$ cat src/preset_ramp_defs.svh
// register offsets, field positions, reset values and timing constants of the preset sequencer
`ifndef PRESET_RAMP_DEFS_SVH
`define PRESET_RAMP_DEFS_SVH

// register offsets
`define OFS_PRESET_A      8'h00
`define OFS_PRESET_B      8'h01
`define OFS_RAMP_CTRL     8'h06
`define OFS_RAMP_STATUS   8'h07

// field positions
`define MODE_BIT          7
`define CODE_MSB          6
`define RATE_MSB          2
`define RAMP_DOWN_BIT     3
`define STATUS_BUSY_BIT   7

// register interface address
`define DEV_ADDR          7'h60

// reset values: voltage codes are (millivolts - 500) / 10
`define RST_A_VAR0        7'h46
`define RST_B_VAR0        7'h42
`define RST_A_VAR1        7'h2E
`define RST_B_VAR1        7'h5A
`define RST_MODE          1'h0
`define RST_RATE          3'h0
`define RST_RAMP_DOWN     1'h0

// timing: one 20 mV increment at rate code zero, and the clock period
`define STEP20_TIME_PS    625000
`define CLK_PERIOD_PS     4000
`define ACC_FRAC          4
`define STEP20_QCYC       ((`STEP20_TIME_PS * `ACC_FRAC) / `CLK_PERIOD_PS)
`define SS_TIME_US        100
`define SS_CYCLES_DFLT    ((`SS_TIME_US * 1000000) / `CLK_PERIOD_PS)

`endif

$ cat src/preset_ramp_pkg.sv
// types shared by the preset sequencer and its environment
package preset_ramp_pkg;

    // one register access delivered by the serial interface engine at command end
    typedef struct packed {
        logic       valid;        // one-cycle strobe: command completed
        logic       write;        // 1 = write, 0 = read
        logic       ten_bit;      // access came with a 10-bit address
        logic       general_call; // access came as a general call
        logic [6:0] dev_addr;     // 7-bit slave address of the access
        logic [7:0] reg_addr;     // register offset
        logic [7:0] wdata;        // write data
    } reg_req_type;

    // setpoint and mode handed to the analog regulation loop
    typedef struct packed {
        logic       run;          // power stage switching
        logic       soft_start;   // monotonic start-up toward the minimum level
        logic       fpwm;         // forced pwm, else power save
        logic       sink_enable;  // may return energy from the output
        logic [6:0] setpoint;     // current setpoint code
    } reg_loop_type;

    // sequencer states
    typedef enum logic [1:0] {
        ST_OFF  = 2'b00,
        ST_SOFT = 2'b01,
        ST_RAMP = 2'b10,
        ST_REG  = 2'b11
    } seq_state_type;

endpackage : preset_ramp_pkg

$ cat src/voltage_preset_ramp_sequencer.sv
// voltage preset store, preset selection and setpoint ramp sequencer
//
// Notes on behaviour
// - select pin low uses preset a, high b
// - presets default power save, variant voltages
// - 7-bit code, 500 mV plus 10 mV steps
// - bit 7 chooses power save or forced pwm
// - active preset writes apply at command end
// - inactive preset writes wait for select change
// - active preset mode bit applies immediately
// - one ramp rate for both presets
// - slope is 32 mV/us over two^code
// - 20 mV increments, final 10 mV if needed
// - increment timing from dedicated internal timebase
// - forced pwm enforces slope both directions
// - power save rising follows programmed slope
// - ramp-down bit enforces falling slope in power save
// - otherwise power save falling returns no energy
// - soft start to minimum, then ramp to target
// - soft start tolerates pre-biased output
// - enable starts/stops, registers always accessible
// - supply undervoltage reset restores all defaults
// - answer only 7-bit address, ignore others
`include "preset_ramp_defs.svh"

module voltage_preset_ramp_sequencer
#(
    parameter bit          VARIANT   = 1'b0,            // selects the default voltage pair
    parameter int unsigned SS_CYCLES = `SS_CYCLES_DFLT  // soft start duration in clocks
)
(
    input  wire logic                        clk,
    input  wire logic                        srst,               // supply undervoltage reset
    input  wire logic                        enable_pin,         // asynchronous enable pin
    input  wire logic                        preset_select_pin,  // asynchronous preset select
    input  wire preset_ramp_pkg::reg_req_type req,               // access from the serial engine
    output wire logic                        addr_ack,           // access addressed to us
    output logic      [7:0]                  rd_data,            // read data, registered
    output preset_ramp_pkg::reg_loop_type    loop                // toward the regulation loop
);
    import preset_ramp_pkg::*;

    // the accumulator must hold the slowest spacing plus one clock of quarter cycles
    // 625 quarter clocks shifted by up to 7 fits 17 bits; the spare bit takes the carry
    localparam int unsigned ACC_W = 18;

    // refuse a soft start shorter than one clock
    if (SS_CYCLES < 1)
    begin : g_bad_ss
        $error("SS_CYCLES must be at least one");
    end

    // spacing in quarter clocks for one increment; half for the closing 10 mV
    // the half is truncated, so the closing step may come half a quarter clock early
    function automatic logic [ACC_W-1:0] step_need(input logic [2:0] rate, input logic half);
        logic [ACC_W-1:0] full;
        full = ACC_W'(`STEP20_QCYC) << rate;
        step_need = half ? (full >> 1) : full;
    endfunction : step_need

    // distance between two codes, magnitude only
    function automatic logic [6:0] code_dist(input logic [6:0] a, input logic [6:0] b);
        code_dist = (a > b) ? 7'(a - b) : 7'(b - a);
    endfunction : code_dist

    // pin synchronisers: first stage is read only by the second
    logic en_meta_r;        // enable, first stage
    logic en_sync_r;        // enable, second stage
    logic sel_meta_r;       // preset select, first stage
    logic sel_sync_r;       // preset select, second stage

    // register file
    logic [6:0] code_a_r;   // preset a voltage code
    logic [6:0] code_b_r;   // preset b voltage code
    logic       mode_a_r;   // preset a mode bit
    logic       mode_b_r;   // preset b mode bit
    logic [2:0] rate_r;     // global ramp rate code
    logic       ramp_down_ps_r; // ramp down also in power save

    // sequencer state
    seq_state_type    state_r;     // current phase
    seq_state_type    state_nxt;   // next phase
    logic [6:0]       set_r;       // present setpoint code
    logic [6:0]       set_nxt;     // next setpoint code
    logic [ACC_W-1:0] acc_r;       // ramp timebase accumulator
    logic [ACC_W-1:0] acc_nxt;     // next accumulator value
    logic [31:0]      ss_cnt_r;    // soft start elapsed clocks
    logic [31:0]      ss_cnt_nxt;  // next soft start count

    // outputs held in flops
    reg_loop_type loop_r;     // registered loop controls
    reg_loop_type loop_nxt;   // their next value
    logic [7:0]   rd_nxt;     // next read data

    // access decode
    wire        addr_hit;     // access is for this slave
    wire        wr_hit;       // accepted write
    wire        rd_hit;       // accepted read
    wire        wr_a;         // write to preset a
    wire        wr_b;         // write to preset b
    wire        wr_ctrl;      // write to ramp control
    wire [7:0]  rd_mux;       // selected read value

    // active preset view
    wire [6:0]  target;       // code of the active preset
    wire        fpwm;         // forced pwm of the active preset
    wire        rising;       // setpoint below target
    wire        falling;      // setpoint above target
    wire        enforce_down; // falling must follow the slope
    wire        moving;       // a timed increment is pending
    wire        small_step;   // only 10 mV left
    wire [ACC_W-1:0] need;    // spacing for the pending increment
    wire [ACC_W-1:0] acc_inc; // accumulator after this clock
    wire        step_due;     // timebase says take the increment
    wire        ss_done;      // soft start time elapsed

    // answer only a plain 7-bit address match; 10-bit and general call never match
    assign addr_hit = req.valid && !req.ten_bit && !req.general_call
                      && (req.dev_addr == `DEV_ADDR);
    assign addr_ack = addr_hit;
    // register access does not depend on enable
    assign wr_hit  = addr_hit && req.write;
    assign rd_hit  = addr_hit && !req.write;
    assign wr_a    = wr_hit && (req.reg_addr == `OFS_PRESET_A);
    assign wr_b    = wr_hit && (req.reg_addr == `OFS_PRESET_B);
    assign wr_ctrl = wr_hit && (req.reg_addr == `OFS_RAMP_CTRL);

    // read multiplexer; unmapped offsets read as zero
    assign rd_mux =
        (req.reg_addr == `OFS_PRESET_A)    ? {mode_a_r, code_a_r} :
        (req.reg_addr == `OFS_PRESET_B)    ? {mode_b_r, code_b_r} :
        (req.reg_addr == `OFS_RAMP_CTRL)   ? {4'h0, ramp_down_ps_r, rate_r} :
        (req.reg_addr == `OFS_RAMP_STATUS) ? {(state_r != ST_REG), set_r} :
        8'h00;

    // select low picks preset a, high picks preset b; a register write or a pin
    // change both show up here, so the inactive preset only matters after a switch
    assign target = sel_sync_r ? code_b_r : code_a_r;
    // mode bit clear is power save, set is forced pwm, followed without delay
    assign fpwm   = sel_sync_r ? mode_b_r : mode_a_r;

    // direction of the pending change
    assign rising  = set_r < target;
    assign falling = set_r > target;
    // slope enforced on the way down only in forced pwm or with the ramp-down bit
    assign enforce_down = fpwm || ramp_down_ps_r;
    // rising always follows the slope; falling only when enforced
    assign moving  = rising || (falling && enforce_down);

    // 20 mV increments, a closing 10 mV one when a single code remains
    assign small_step = code_dist(set_r, target) == 7'h01;
    // one rate code for both presets sets the spacing: 32 mV/us over 2^code
    assign need     = step_need(rate_r, small_step);
    // quarter-clock accumulator keeps the average slope exact despite the
    // non-integer clock count per increment; this is the ramp timebase
    assign acc_inc  = ACC_W'(acc_r + ACC_W'(`ACC_FRAC));
    assign step_due = acc_inc >= need;

    // the last counted clock ends soft start, so it lasts exactly SS_CYCLES clocks
    assign ss_done  = ss_cnt_r >= (SS_CYCLES - 1);

    // pin synchronisers
    // both pins are asynchronous to clk; two flops bound the metastability risk
    // at the cost of two clocks before an enable or select change is seen
    always_ff @(posedge clk)
    begin
        if (srst)
        begin
            en_meta_r  <= 1'b0;
            en_sync_r  <= 1'b0;
            sel_meta_r <= 1'b0;
            sel_sync_r <= 1'b0;
        end
        else
        begin
            en_meta_r  <= enable_pin;
            en_sync_r  <= en_meta_r;
            sel_meta_r <= preset_select_pin;  // host keeps the pin defined
            sel_sync_r <= sel_meta_r;
        end
    end

    // preset registers; undervoltage reset restores every default
    always_ff @(posedge clk)
    begin
        if (srst)
        begin
            // both presets come up in power save with the variant voltages
            code_a_r <= VARIANT ? `RST_A_VAR1 : `RST_A_VAR0;
            code_b_r <= VARIANT ? `RST_B_VAR1 : `RST_B_VAR0;
            mode_a_r <= `RST_MODE;
            mode_b_r <= `RST_MODE;
        end
        else
        begin
            // a write to the inactive preset is only stored; it reaches the loop
            // once the select pin moves over to that preset
            if (wr_a)  // code in bits 6..0, mode in bit 7
            begin
                code_a_r <= req.wdata[`CODE_MSB:0];
                mode_a_r <= req.wdata[`MODE_BIT];
            end
            if (wr_b)
            begin
                code_b_r <= req.wdata[`CODE_MSB:0];
                mode_b_r <= req.wdata[`MODE_BIT];
            end
        end
    end

    // global ramp control register
    always_ff @(posedge clk)
    begin
        if (srst)
        begin
            rate_r         <= `RST_RATE;
            ramp_down_ps_r <= `RST_RAMP_DOWN;
        end
        else if (wr_ctrl)
        begin
            rate_r         <= req.wdata[`RATE_MSB:0];
            ramp_down_ps_r <= req.wdata[`RAMP_DOWN_BIT];
        end
    end

    // sequencer next state: off, soft start, ramp, regulate
    always_comb
    begin
        state_nxt  = state_r;
        set_nxt    = set_r;
        acc_nxt    = '0;
        ss_cnt_nxt = '0;
        if (!en_sync_r)  // enable low stops the converter at once
        begin
            // back to the minimum code so the next start is a clean soft start
            state_nxt = ST_OFF;
            set_nxt   = 7'h00;
        end
        else
        begin
            case (state_r)
                ST_OFF:
                begin
                    // enable high starts soft start from the minimum code
                    state_nxt = ST_SOFT;
                    set_nxt   = 7'h00;
                end
                ST_SOFT:
                begin
                    // the loop rises monotonically to the minimum level; the
                    // setpoint is never pulled below a pre-biased output
                    ss_cnt_nxt = 32'(ss_cnt_r + 32'd1);
                    if (ss_done)
                    begin
                        state_nxt  = ST_RAMP;
                        ss_cnt_nxt = '0;
                    end
                end
                ST_RAMP, ST_REG:
                begin
                    if (moving)
                    begin
                        // timed increment toward the target
                        state_nxt = ST_RAMP;
                        acc_nxt   = acc_inc;
                        if (step_due)
                        begin
                            acc_nxt = ACC_W'(acc_inc - need);
                            if (rising)
                                set_nxt = small_step ? 7'(set_r + 7'h01)
                                                     : 7'(set_r + 7'h02);
                            else
                                set_nxt = small_step ? 7'(set_r - 7'h01)
                                                     : 7'(set_r - 7'h02);
                        end
                    end
                    else if (falling)
                    begin
                        // power save without ramp-down: drop straight to target and let
                        // the load discharge the output
                        // limitation: the real fall rate is set by the load, not the rate code
                        set_nxt   = target;
                        state_nxt = ST_REG;
                    end
                    else
                    begin
                        // target reached: regular operation
                        state_nxt = ST_REG;
                    end
                end
                default:
                begin
                    state_nxt = ST_OFF;
                    set_nxt   = 7'h00;
                end
            endcase
        end
    end

    // loop controls follow the next state so they change with the setpoint
    // registering them costs nothing in latency and keeps glitches off the loop
    always_comb
    begin
        loop_nxt.run        = state_nxt != ST_OFF;
        loop_nxt.soft_start = state_nxt == ST_SOFT;
        loop_nxt.fpwm       = fpwm;
        // power save never returns energy unless the ramp-down bit asks for it;
        // soft start never sinks, which protects a pre-biased output
        loop_nxt.sink_enable = (state_nxt != ST_OFF) && (state_nxt != ST_SOFT)
                               && enforce_down;
        loop_nxt.setpoint   = set_nxt;
    end

    // read data is latched on the accepted read strobe
    // holding the last value keeps the read bus quiet between reads
    assign rd_nxt = rd_hit ? rd_mux : rd_data;

    // sequencer and output registers
    always_ff @(posedge clk)
    begin
        if (srst)
        begin
            state_r  <= ST_OFF;
            set_r    <= 7'h00;
            acc_r    <= '0;
            ss_cnt_r <= '0;
            loop_r   <= '0;
            rd_data  <= 8'h00;
        end
        else
        begin
            state_r  <= state_nxt;
            set_r    <= set_nxt;
            acc_r    <= acc_nxt;
            ss_cnt_r <= ss_cnt_nxt;
            loop_r   <= loop_nxt;
            rd_data  <= rd_nxt;
        end
    end

    assign loop = loop_r;

endmodule : voltage_preset_ramp_sequencer

$ cat config.mk
export PLATFORM = sky130hd
export DESIGN_NAME = voltage_preset_ramp_sequencer
export DESIGN_NICKNAME = d
export VERILOG_FILES = /design/src/preset_ramp_pkg.sv /design/src/voltage_preset_ramp_sequencer.sv
export VERILOG_INCLUDE_DIRS = /design/src /design/src/src
export SDC_FILE = /design/constraint.sdc
export NUM_CORES = 1
export LEC_CHECK = 0
export BUFFER_PORTS_ARGS = -buffer_cell sky130_fd_sc_hd__buf_2
export CAP_MARGIN = 25
export CORE_ASPECT_RATIO = 1.5
export CORE_MARGIN = 2
export CORE_UTILIZATION = 38
export CTS_CLUSTER_SIZE = 25
export DETAILED_ROUTE_END_ITERATION = 6
export PLACE_DENSITY_LB_ADDON = 0.3
export SYNTH_ARGS = -nofsm -noshare
export SYNTH_HDL_FRONTEND = slang
export SYNTH_SLANG_ARGS = --single-unit
$ cat constraint.sdc
create_clock -name clk -period 5.2 [get_ports clk]
set_clock_uncertainty 0.2 [all_clocks]
set_input_delay 0 -clock clk [delete_from_list [all_inputs] [get_ports clk]]
set_output_delay 0 -clock clk [all_outputs]
set_load 0.05 [all_outputs]
======== After elaboration in Yosys (flattened, before gate mapping) ========
Index checks and enable logic that the tools add are counted.
word-level totals
  register bits after elaboration ......... 95
  output and inout bits ................... 20
  logic and storage cells ................. 95
cells by class
  add/subtract/negate cells ............... 9
  $lt $le $gt $ge ......................... 4
  equality and inequality tests ........... 13
  shift-type cells ........................ 1
  muxes and demuxes ....................... 20
  bitwise operators ....................... 4
  reduce and logical (&&, ||, !) cells .... 25
operators with widths
  operator                                                                 count
  7-bit 2-to-1 mux                                                         8
  18-bit 2-to-1 mux                                                        2
  32-bit by 1-bit adder with 32-bit output, second input constant          1
  32-bit by 15-bit >= comparator with 1-bit output, second input constant  1
  8-bit 2-to-1 mux                                                         4
  18-bit by 3-bit adder with 18-bit output, second input constant          1
  18-bit >= comparator                                                     1
  10-bit by 3-bit left shift with 18-bit output, first input constant      1
  18-bit subtractor                                                        1
  8-bit by 3-bit equality test with 1-bit output, second input constant    2
  7-bit one-hot mux with 2 select lines                                    1
  7-bit subtractor                                                         2
  1-bit logical AND                                                        11
  8-bit by 1-bit equality test with 1-bit output, second input constant    1
  8-bit logical NOT                                                        1
  4-bit OR reduction                                                       2
  7-bit by 1-bit adder with 7-bit output, second input constant            1
  7-bit by 2-bit adder with 7-bit output, second input constant            1
  7-bit by 1-bit equality test with 1-bit output, second input constant    1
  7-bit equality test, second input constant                               1
  7-bit greater-than comparator                                            1
  7-bit < comparator                                                       1
  7-bit by 1-bit subtractor with 7-bit output, second input constant       1
  7-bit by 2-bit subtractor with 7-bit output, second input constant       1
  other kinds (15)                                                         28

======== Longest topological paths before layout ========
Gate-level depths: netlist of run 1.
  word-level depth ........................ 10
  mapped depth ............................ 30
  depth with buffers taken out ............ 27

======== Worst setup path before layout of run 1 ========
Ideal clock, no wire load.
  kind .................................... register to register
  from .................................... reg loop[3] (netlist name)
  to ...................................... reg acc_r[15]
  arrival ................................. 5.444 ns
  required time ........................... 4.912 ns
  slack ................................... -0.532 ns
  cell stages (with the launch flop) ...... 30
  path buffers ............................ 6
  cell sequence ........................... dfxtp_1 -> clkbuf_1 -> inv_1 -> ha_1 -> buf_4 -> and3_4 -> nand3_4 -> nor2_4 -> a2bb2oi_4 -> nand4_1 -> a32o_2 -> or2_1 -> buf_6 -> buf_2 -> mux2i_1 -> nor2_1 -> ha_1 -> fa_1 -> nor2b_1 -> o31a_1 -> o31ai_1 -> a31oi_1 -> o31a_1 -> o21ai_1 -> nand2_1 -> a21oi_1 -> buf_2 -> buf_2 -> nand3b_1 -> o31ai_1
RTL lines
  item                  line                                  source
  to (signal assigned)  voltage_preset_ramp_sequencer.sv:334  acc_r <= acc_nxt;
  to (decl)             voltage_preset_ramp_sequencer.sv:85   logic [ACC_W-1:0] acc_r;

======== Final worst setup path of run 1 ========
  from .................................... reg sel_sync_r
  to ...................................... reg acc_r[14]
between the ends
  word-level cells in the longest chain between the ends .. 7
  elaborated cells on any way between the ends .. 17
ends and longest elaborated chain
  item                                                                      line                                                                        source
  from (decl)                                                               voltage_preset_ramp_sequencer.sv:70                                         logic sel_sync_r;
  from (signal assigned)                                                    voltage_preset_ramp_sequencer.sv:179                                        sel_sync_r <= sel_meta_r;
  7-bit 2-to-1 mux                                                          voltage_preset_ramp_sequencer.sv:138                                        assign target = sel_sync_r ? code_b_r : code_a_r;
  7-bit subtractor / 7-bit greater-than comparator (equally long branches)  voltage_preset_ramp_sequencer.sv:63, voltage_preset_ramp_sequencer.sv:144
  7-bit 2-to-1 mux                                                          voltage_preset_ramp_sequencer.sv:63                                         code_dist = (a > b) ? 7'(a - b) : 7'(b - a);
  7-bit by 1-bit equality test with 1-bit output                            voltage_preset_ramp_sequencer.sv:151                                        assign small_step = code_dist(set_r, target) == 7'h01;
  18-bit 2-to-1 mux                                                         voltage_preset_ramp_sequencer.sv:58                                         step_need = half ? (full >> 1) : full;
  18-bit subtractor / 18-bit >= comparator (equally long branches)          voltage_preset_ramp_sequencer.sv:268, voltage_preset_ramp_sequencer.sv:157
  18-bit 2-to-1 mux                                                         voltage_preset_ramp_sequencer.sv:266                                        if (step_due)
Parallel ways exist; a longest one is shown, timed or not.
A chain may end at the register's enable or synchronous reset.

==> flow_metrics.tcl, run 1 <==
set metrics [dict create \
    cts_made_buffers 9 \
    ctsRootBufferMaster "clkbuf_16" \
    synth-seq-cells 95 \
    synth_top_area_frac 0.3188 \
    min_path_type "input port to flop" \
    cap_violations 0 \
    die_area_sq_mm 0.01674 \
    gr-usage-met2 0.4154 \
    fin_crit_sh 1.062 \
    synth_area_sq_mm 0.005966 \
    synth-xor-area-share 0.07194 \
    final_cell_mix "136 x buf_4, 90 x nor2_1, 90 x dfxtp_1, 50 x buf_2, 35 x nand2_1" \
    min-delay-start "req[11]" \
    clk_pin_slew_worst_paths_ps 80 \
    port_buffers 50 \
    die_w_microns 106.3 \
    grt_pass1_wl_mm 27.79 \
    vdd_ir_drop_max_v 0.0001995 \
    setup_slack_ps -323.3 \
    cts.htree.levels 3 \
    mostFrequentLayoutCell "buf_4" \
    layout.area.seq_sq_mm 0.001913 \
    ys_async_sr_fraction 0 \
    r2r-start "sel_sync_r$_SDFF_PP0_" \
    cts_buffer_depth 2 \
    p_total_uw 1517 \
    worst_ep_arrival_time_ps 5570 \
    rows 56 \
    n_antenna_cell 0 \
    n_fill_cell 1389 \
    place_congestion 0.9134 \
    end_kind "flop" \
    leakage_uw 0.003486 \
    synth_top_area_cell "dfxtp_1" \
    period_needed_ps 5523 \
    crit_type "flop to flop" \
    worst_pin_slew_ps 685.6 \
    synth_edf_count 0 \
    pwr_density_cell_mw_per_mm2 178.1 \
    vias_per_cell 5.269 \
    core_area_sq_mm 0.01548 \
    route.antenna.remaining_nets 0 \
    outcome "complete, but fails checks" \
    grt_pass1_vias 5780 \
    drtIter0Drc 209 \
    ios 51 \
    final_util 0.5501 \
    grt_overflow 0 \
    final_cells 1126 \
    synth_compound_area_frac 0.1921 \
    wl_per_cell_microns 15.96 \
    synthSimpleGateAreaFrac 0.2150 \
    synth_fa_ha_area_frac 0.1003 \
    cts.sinks 95 \
    start_util 0.3853 \
    area_growth_syn_to_layout_pct 42.79 \
    crit_path_start "sel_sync_r$_SDFF_PP0_" \
    grt_usage 0.2108 \
    relSlewSlack 0.5394 \
    yosysUniqueCellTypes 76 \
    synthFlopType "dfxtp_1" \
    drive_above_1_share 0.3348 \
    antenna_found_initial 0 \
    hold_viol 0 \
    dp.cells 1058 \
    met1_usage 0.2071 \
    fmax_mhz 181.1 \
    clock_latency_ps 350 \
    rsz0062_at_grt "true" \
    setup-violations-final 24 \
    synth_area_leaders "dfxtp_1 32%, ha_1 9.0%, nor2_1 6.1%" \
    crit_fanout 9 \
    grt_start_max_net_pins 35 \
    violations "setup timing" \
    multi_input_area_sq_mm 0.004257 \
    first_pass_iters 4 \
    dieHeight_microns 157.5 \
    syn_area_per_cell_sq_um 8.438 \
    top_usage_layer "met2" \
    synth_warnings 0 \
    critical_path_required_ps 5250 \
    synth_cells 707 \
    slew_violations 0 \
    r2r_setup_slack_ps -320 \
    num_vias 5933 \
    cts_tree "done" \
    critPathLaunchType "flop" \
    synth_top_family_by_area "simple AND/OR/NAND/NOR gates" \
    dpl.hpwl_mm 12.98 \
    use_met3 0.02360 \
    drc 0 \
    totalWireLength_mm 17.97 \
    synth_mux_area_frac 0.05621 \
    seq_area_frac_synth 0.3188 \
    nNetsFinal 995 \
]
-- flip-flops by register name, indices dropped and copies added, names as in the netlist --
name            cells
en_sync_r           1
code_b_r            7
loop               11
sel_sync_r          1
en_meta_r           1
rd_data             8
ss_cnt_r           32
ramp_down_ps_r      1
acc_r              18
mode_b_r            1
code_a_r            7
sel_meta_r          1
rate_r              3
state_r             2
mode_a_r            1
-- worst paths after layout --
| kind | endpoint | depth (start not counted) |
|---|---|---|
| hold / removal | rd_data[3]$_SDFFE_PP0P_ | 5 |
| setup / recovery | acc_r[14]$_SDFF_PP0_ | 27 |
| setup reg to reg | acc_r[14]$_SDFF_PP0_ | 27 |
| hold reg to reg | ss_cnt_r[0]$_SDFF_PP0_ | 1 |
-- cells by family (layout without fill, tap and decap cells) --
group / count (synthesis) / in the layout
compound gates: 158 / 158
other cells: 1 / 17
mux: 33 / 33
xor+xnor: 49 / 49
simple gates: 258 / 258
buf+inv: 67 / 267
fa+ha+maj: 46 / 46
flops: 95 / 95
-- cells in the mapped netlist, types with 3 or more instances --
| master | instances |
|---|---|
| buf_2 | 5 |
| a21oi_1 | 38 |
| fa_1 | 3 |
| nand4_1 | 11 |
| o21bai_1 | 3 |
| or3_1 | 4 |
| a311oi_1 | 6 |
| a22oi_1 | 9 |
| a222oi_1 | 4 |
| a21o_1 | 3 |
| a211o_1 | 5 |
| nor4_1 | 5 |
| and4_1 | 3 |
| o211ai_1 | 4 |
| a211oi_1 | 8 |
| nand2b_1 | 9 |
| a31oi_1 | 7 |
| o21a_1 | 8 |
| o31ai_1 | 5 |
| and2_1 | 3 |
| nand2_1 | 39 |
| o31a_1 | 4 |
| o21ai_0 | 24 |
| clkbuf_1 | 23 |
| inv_1 | 34 |
| and3_1 | 9 |
| xnor2_1 | 36 |
| dfxtp_1 | 95 |
| nor3_1 | 13 |
| ha_1 | 43 |
| nand3_1 | 24 |
| nor2b_1 | 21 |
| a221oi_1 | 4 |
| mux2_2 | 4 |
| xor2_1 | 13 |
| nor2_1 | 97 |
| nor4b_1 | 3 |
| mux2i_1 | 29 |
-- critical path, cell delays in order, from the launching register on --
cell,delay (ps)
dfxtp_4,420
mux2_4,340
inv_2,70
ha_4,130
fa_2,200
nor2b_2,50
o21ai_1,130
nand2b_1,130
a221oi_2,270
nand4_1,120
a32o_2,270
or2_4,240
buf_6,140
a21oi_1,190
or2_4,160
ha_4,190
nor2b_2,150
o31a_1,260
o31ai_2,250
a31oi_1,160
o31a_1,330
o21ai_2,170
nand2_2,100
a21oi_4,250
buf_12,160
buf_16,130
o31a_1,140
nor2_1,40
-- per-stage QoR --
step	setup TNS [ps]	worst slack, ps	hold slack, ps	instance area [sq um]
after floorplan	-2651	-180.3	-82.14	6118
final	-5719	-323.3	62.28	8518
after detailed placement	-13600	-641.1	18.11	7315
after global routing	-11570	-555.3	82.20	8518
after global placement	-11080	-532.6	13.77	7315
after CTS	-4955	-272.4	52.84	8289
-- what timing repair did --
item | CTS | global route
setup buffers | 18 | 17
cloned | 3 | 0
setup endpoints to repair | 25 | 25
pin swaps | 27 | 33
hold buffers | 15 | 0
resized for setup | 64 | 31
endpoints found under the hold margin | 33 | 0
-- power breakdown --
group          total (uW)  switching [uW]  internal [uW]
sequential            738            3.31            735
clock                 720             330            390
combinational        58.5            26.7           31.8
-- cell type report --
cell class	count	share of cell area
repair buffers	216	0.1920
well taps	203	0.02982
clock buffers	9	0.02644
flip-flops and latches	95	0.2246
inverters	35	0.01542
multi-input cells	561	0.4997
clock inverters	7	0.01204
-- routing by layer --
layer,vias up,share of wire
met2,106,0.55
li1,2939,-
met4,0,0.057
met1,2832,0.37
met5,-,0
met3,56,0.022
No activity file was read; power rests on OpenSTA's default activity.
==> run 2, diff against run 1 <==
REMOVE_ABC_BUFFERS = 1   (was default)
==> run 2 against run 1 <==
Routed wire length down 2.8%. Utilization down 0.10 points. Highest routed layer unchanged. Worst setup slack better by 76 ps. Sequential share of layout area about the same. Via count down 1.2%. Clock-buffer cell count unchanged. The flow still finishes with violations (setup timing). Critical path depth unchanged. Global-route usage down 0.36 points. Sequential power about the same.
==> flow_metrics.tcl, run 2 (synthesis results as in run 1) <==
set metrics [dict create \
    final_cell_mix "122 x buf_4, 94 x dfxtp_1, 87 x nor2_1, 50 x buf_2" \
    n_antenna_cell 0 \
    rows 56 \
    mostFrequentLayoutCell "buf_4" \
    max_stage_delay_ps 390 \
    core_area_sq_mm 0.01548 \
    leakage_uw 0.003434 \
    clk_pin_slew_worst_paths_ps 80 \
    fin_area_sq_mm 0.008502 \
    die_w_microns 106.3 \
    crit_top_cell "buf_4" \
    grt_pass1_wl_mm 27.58 \
    drc 0 \
    vias_per_cell 5.267 \
    cts.htree.levels 3 \
    dp.cells 1055 \
    critical_path_required_ps 5300 \
    hold_viol 0 \
    drive_above_1_share 0.3308 \
    fin_crit_sh 1.048 \
    dpl_cell_area_sq_mm 0.007246 \
    pwr-share-seq 0.489 \
    worst_ep_arrival_time_ps 5540 \
    drtIter0Drc 245 \
    setup-violations-final 24 \
    grt_start_max_net_pins 35 \
    p_sw_uw 390.2 \
    area_growth_syn_to_layout_pct 42.51 \
    antenna_found_initial 0 \
    first_pass_iters 4 \
    dieHeight_microns 157.5 \
    start_util 0.3853 \
    period_needed_ps 5448 \
    die_area_sq_mm 0.01674 \
    largest-register "ss_cnt_r" \
    pwr_density_cell_mw_per_mm2 177.6 \
    slew_violations 0 \
    outcome "complete, but fails checks" \
    worst_pin_slew_ps 866.2 \
    grt_pass1_vias 5758 \
    rsz0062_at_grt "true" \
    wl_per_cell_microns 15.69 \
    critPathLaunchType "flop" \
    n_fill_cell 1400 \
    cap_violations 0 \
    end_kind "flop" \
    place_congestion 0.9046 \
    r2r_setup_slack_ps -250 \
    cts_made_buffers 9 \
    largest_reg_flops 32 \
    crit_fanout 5 \
    nNetsFinal 982 \
    p_clk_frac 0.474 \
    p_int_uw 1120 \
    port_buffers 50 \
    num_vias 5862 \
    grt_overflow 0 \
    ios 51 \
    whs_ps 53.04 \
    cp_slowest_cell "dfxtp_4" \
    vdd_ir_drop_max_v 0.0002399 \
    final_cells 1113 \
    relSlewSlack 0.4217 \
    dpl.hpwl_mm 12.68 \
    p_sw_frac 0.2585 \
    min_path_type "input port to flop" \
    cts.sinks 95 \
    route.antenna.remaining_nets 0 \
    crit_type "flop to flop" \
    clock_latency_ps 360 \
    p_total_uw 1510 \
    cts_tree "done" \
    cts_buffer_depth 2 \
    ctsRootBufferMaster "clkbuf_16" \
    combPwrFrac 0.037 \
    layout.area.seq_sq_mm 0.001906 \
    totalWireLength_mm 17.47 \
    multi_input_area_sq_mm 0.004338 \
    fmax_mhz 183.6 \
    grt_usage 0.2072 \
    violations "setup timing" \
    setup_slack_ps -247.7 \
]
run 2: repair_timing:
action                                  CTS  global route
endpoints found under the setup margin   25            25
pin swaps                                19            33
cloned                                    2             1
endpoints found under the hold margin    29             0
setup buffers                            14            12
gates resized for setup                  57            65
hold buffers                             14             0
run 2: area by class of cell:
type,instances,area share
Multi-Input combinational cell,561,0.5102
Sequential cell,95,0.2241
Timing Repair Buffer,203,0.1822
Tap cell,203,0.02987
Clock buffer,9,0.02649
Inverter,35,0.01545
Clock inverter,7,0.01163
run 2: critical path, delay by kind of cell (launching register included):
family	cells	cell delay, ps
AO/OA/AOI/OAI	9	1650
XOR/XNOR	1	110
adder cells (fa/ha/maj)	4	1100
buffers and inverters	4	520
flip-flops	1	390
multiplexers	2	430
AND/OR/NAND/NOR	7	970
run 2: final timing paths:
kind,from,endpoint,cells past startpoint
worst min-delay path,req[9],rd_data[0]$_SDFFE_PP0P_,5
worst max register to register,sel_sync_r$_SDFF_PP0_,loop[4]$_SDFFE_PP0P_,27
worst max-delay path,sel_sync_r$_SDFF_PP0_,loop[4]$_SDFFE_PP0P_,27
worst min register to register,ss_cnt_r[0]$_SDFF_PP0_,ss_cnt_r[0]$_SDFF_PP0_,1
run 2: through the flow:
step	util	setup TNS (ps)	setup WS, ps
final	0.5490	-3828	-247.7
after floorplan	-	-30900	-1682
after detailed placement	0.4679	-12220	-574.3
after global routing	0.5490	-10200	-496.6
after global placement	0.4672	-11090	-600.1
after CTS	0.5247	-3543	-211.8
run 2: power by group through the flow:
stage               clock, uW  combinational, uW  sequential [uW]
finish                    715               55.7              739
global route              753               60.8              740
CTS                       730               53.0              739
detailed placement          0               41.3              756
global placement            0               40.8              756
floorplan                   0               15.3              757
run 2: per-layer routing:
layer  global-route usage  vias to the layer above  wire length (microns)
li1                     -                     2917                      -
met3              0.02899                       44                    469
met4              0.09774                        0                    734
met1               0.2196                     2785                   6758
met5                    0                        -                      0
met2               0.3974                      116                   9505
==> run 3, diff against run 2 <==
ABC_AREA = 1   (was default)
==> run 3 against run 2 <==
The run now ends clean. Non-clock buffer count is 103 lower. Die area is 7.5% higher. Synthesized area increased by 7.7%. Critical path depth increased by 4. Total power about the same. Clock power is 4.2% lower. Utilization is 8.8 points lower. Register-to-register slack improved by 610 ps. Global-route usage grew 0.29 points. First-iteration DRC count rose by 37%. Worst setup slack improved by 610 ps. Largest cell class unchanged. Largest power group unchanged.
==> flow_metrics.tcl, run 3 <==
set metrics [dict create \
    num_vias 6388 \
    min_path_type "input port to flop" \
    synth_fa_ha_area_frac 0.09307 \
    die_w_microns 110.2 \
    cap_violations 0 \
    leakage_uw 0.003623 \
    vias_per_cell 4.995 \
    critical_path_required_ps 5290 \
    synthFlopType "dfxtp_1" \
    p_total_uw 1511 \
    setup-violations-final 0 \
    grt_overflow 0 \
    final_util 0.4607 \
    whs_ps 6.095 \
    outcome "complete, no violations" \
    cts.htree.levels 3 \
    synth_top_area_frac 0.2960 \
    dieHeight_microns 163.3 \
    synth-seq-cells 95 \
    fmax_mhz 206.8 \
    largest-register "ss_cnt_r" \
    dpl_cell_area_sq_mm 0.007064 \
    cts_tree "done" \
    cts.sinks 95 \
    ctsRootBufferMaster "clkbuf_16" \
    worst_ep_arrival_time_ps 4930 \
    clock_latency_ps 360 \
    first_pass_iters 5 \
    synth_top_area_cell "dfxtp_1" \
    largest_reg_flops 32 \
    route.antenna.remaining_nets 0 \
    drc 0 \
    dpl.hpwl_mm 14.23 \
    fin_crit_sh 0.9299 \
    synth_mux_area_frac 0.003115 \
    cts_buffer_depth 2 \
    drive_above_1_share 0.1394 \
    vdd_ir_drop_max_v 0.0002067 \
    fin_area_sq_mm 0.007690 \
    hold_viol 0 \
    rows 58 \
    crit_fanout 9 \
    yosysUniqueCellTypes 47 \
    synth_edf_count 0 \
    synth_area_leaders "dfxtp_1 30%, nand2_1 12%, ha_1 8.4%" \
    antenna_found_initial 0 \
    syn_area_per_cell_sq_um 6.708 \
    core_area_sq_mm 0.01669 \
    synthSimpleGateAreaFrac 0.2858 \
    period_needed_ps 4835 \
    crit_type "flop to flop" \
    max_stage_delay_ps 360 \
    die_area_sq_mm 0.01799 \
    synth-xor-area-share 0.06951 \
    synth_warnings 0 \
    port_buffers 50 \
    grt_pass1_vias 6175 \
    synth_cells 958 \
    n_antenna_cell 0 \
    end_kind "flop" \
    synth_top_family_by_area "simple AND/OR/NAND/NOR gates" \
    relSlewSlack 0.5436 \
    clk_pin_slew_worst_paths_ps 80 \
    ys_async_sr_fraction 0 \
    worst-path-buf-inv 4 \
    synth_area_sq_mm 0.006426 \
    wl_per_cell_microns 14.05 \
    drtIter0Drc 335 \
    place_congestion 0.9298 \
    area_growth_syn_to_layout_pct 19.67 \
    grt_pass1_wl_mm 29.47 \
    critical_path.top_delay_family "simple AND/OR/NAND/NOR gates" \
    yosysMostFrequentCell "nand2_1" \
    seq_area_frac_synth 0.2960 \
    final_cell_mix "208 x nand2_1, 123 x inv_1, 99 x nor2_1, 95 x dfxtp_1, 82 x o21ai_0" \
    setup-tns-final_ps 0 \
    crit_top_cell "nand2_1" \
    grt_usage 0.2101 \
    slew_violations 0 \
    nNetsFinal 1141 \
    cp_slowest_cell "dfxtp_1" \
    synth_common_cells "211 x nand2_1, 123 x inv_1, 101 x nor2_1, 95 x dfxtp_1, 88 x o21ai_0" \
    worst_pin_slew_ps 683.8 \
    grt_start_max_net_pins 28 \
    totalWireLength_mm 17.97 \
    critPathLaunchType "flop" \
    mostFrequentLayoutCell "nand2_1" \
    synth_compound_area_frac 0.1565 \
    cts_made_buffers 9 \
    ios 51 \
    start_util 0.3850 \
    pwr_density_cell_mw_per_mm2 196.5 \
]
run 3: changes by cell type after synthesis, sizes merged, moves of 24 or more:
| cell | change |
|---|---|
| nand2 | +180 |
| inv | +95 |
| o21ai | +60 |
| a21oi | +45 |
| mux2i | -27 |
| xor2 | +26 |
| xnor2 | -24 |
run 3: power breakdown:
group / leakage [uW] / switching [uW] / internal (uW)
Combinational: 0.00270 / 50.6 / 36.4
Clock: 0.000150 / 341 / 344
Sequential: 0.000773 / 2.44 / 736
Total: 0.00362 / 394 / 1120
run 3: worst min-delay path, stage by stage:
cell     delay, ps
buf_2           90
nor2_1          40
inv_1           60
nor4_1          50
buf_4          150
nand2_1         60
a31oi_1         70
run 3: cells by family after synthesis:
group,after synthesis
XOR/XNOR,51
other,1
AO/OA/AOI/OAI,192
buffers and inverters,152
flip-flops,95
AND/OR/NAND/NOR,419
multiplexers,2
adder cells (fa/ha/maj),46
run 3: layout make-up:
type / instances / area [sq um]
Clock buffer: 9 / 225.2
Clock inverter: 7 / 81.33
Fill cell: 1753 / 9001
Inverter: 130 / 493.0
Multi-Input combinational cell: 727 / 4043
Sequential cell: 95 / 1902
Tap cell: 210 / 262.8
Timing Repair Buffer: 100 / 675.6
Timing Repair inverter: 1 / 7.507
run 3: worst paths after layout:
| path | startpoint | to | slack [ps] | cells after the start |
|---|---|---|---|---|
| setup / recovery | sel_sync_r$_SDFF_PP0_ | loop[0]$_SDFFE_PP0P_ | 360 | 31 |
| hold / removal | req[11] | rd_data[5]$_SDFFE_PP0P_ | 6 | 7 |
| setup reg to reg | sel_sync_r$_SDFF_PP0_ | loop[0]$_SDFFE_PP0P_ | 360 | 31 |
| hold reg to reg | en_meta_r$_SDFF_PP0_ | en_sync_r$_SDFF_PP0_ | 200 | 2 |
run 3: routing by layer:
| metal | global-route usage | vias up | wire, microns |
|---|---|---|---|
| li1 | - | 3298 | - |
| met1 | 0.2238 | 2875 | 6994 |
| met2 | 0.3949 | 164 | 9585 |
| met3 | 0.02793 | 51 | 572 |
| met4 | 0.1011 | 0 | 814 |
| met5 | 0 | - | 0 |
run 3: repair_timing:
action | 4_1_cts | 5_1_grt
endpoints found under the setup margin | 0 | 25
hold endpoints to repair | 33 | 0
hold buffers | 17 | 0
gates resized for setup | 0 | 28
setup buffers | 0 | 8
run 3: metrics by stage:
step	setup WS, ps	cells
finish	364.6	1279
global placement	84.50	1237
floorplan	-158.8	952
detailed placement	50.88	1237
CTS	22.34	1270
global route	-6.918	1279
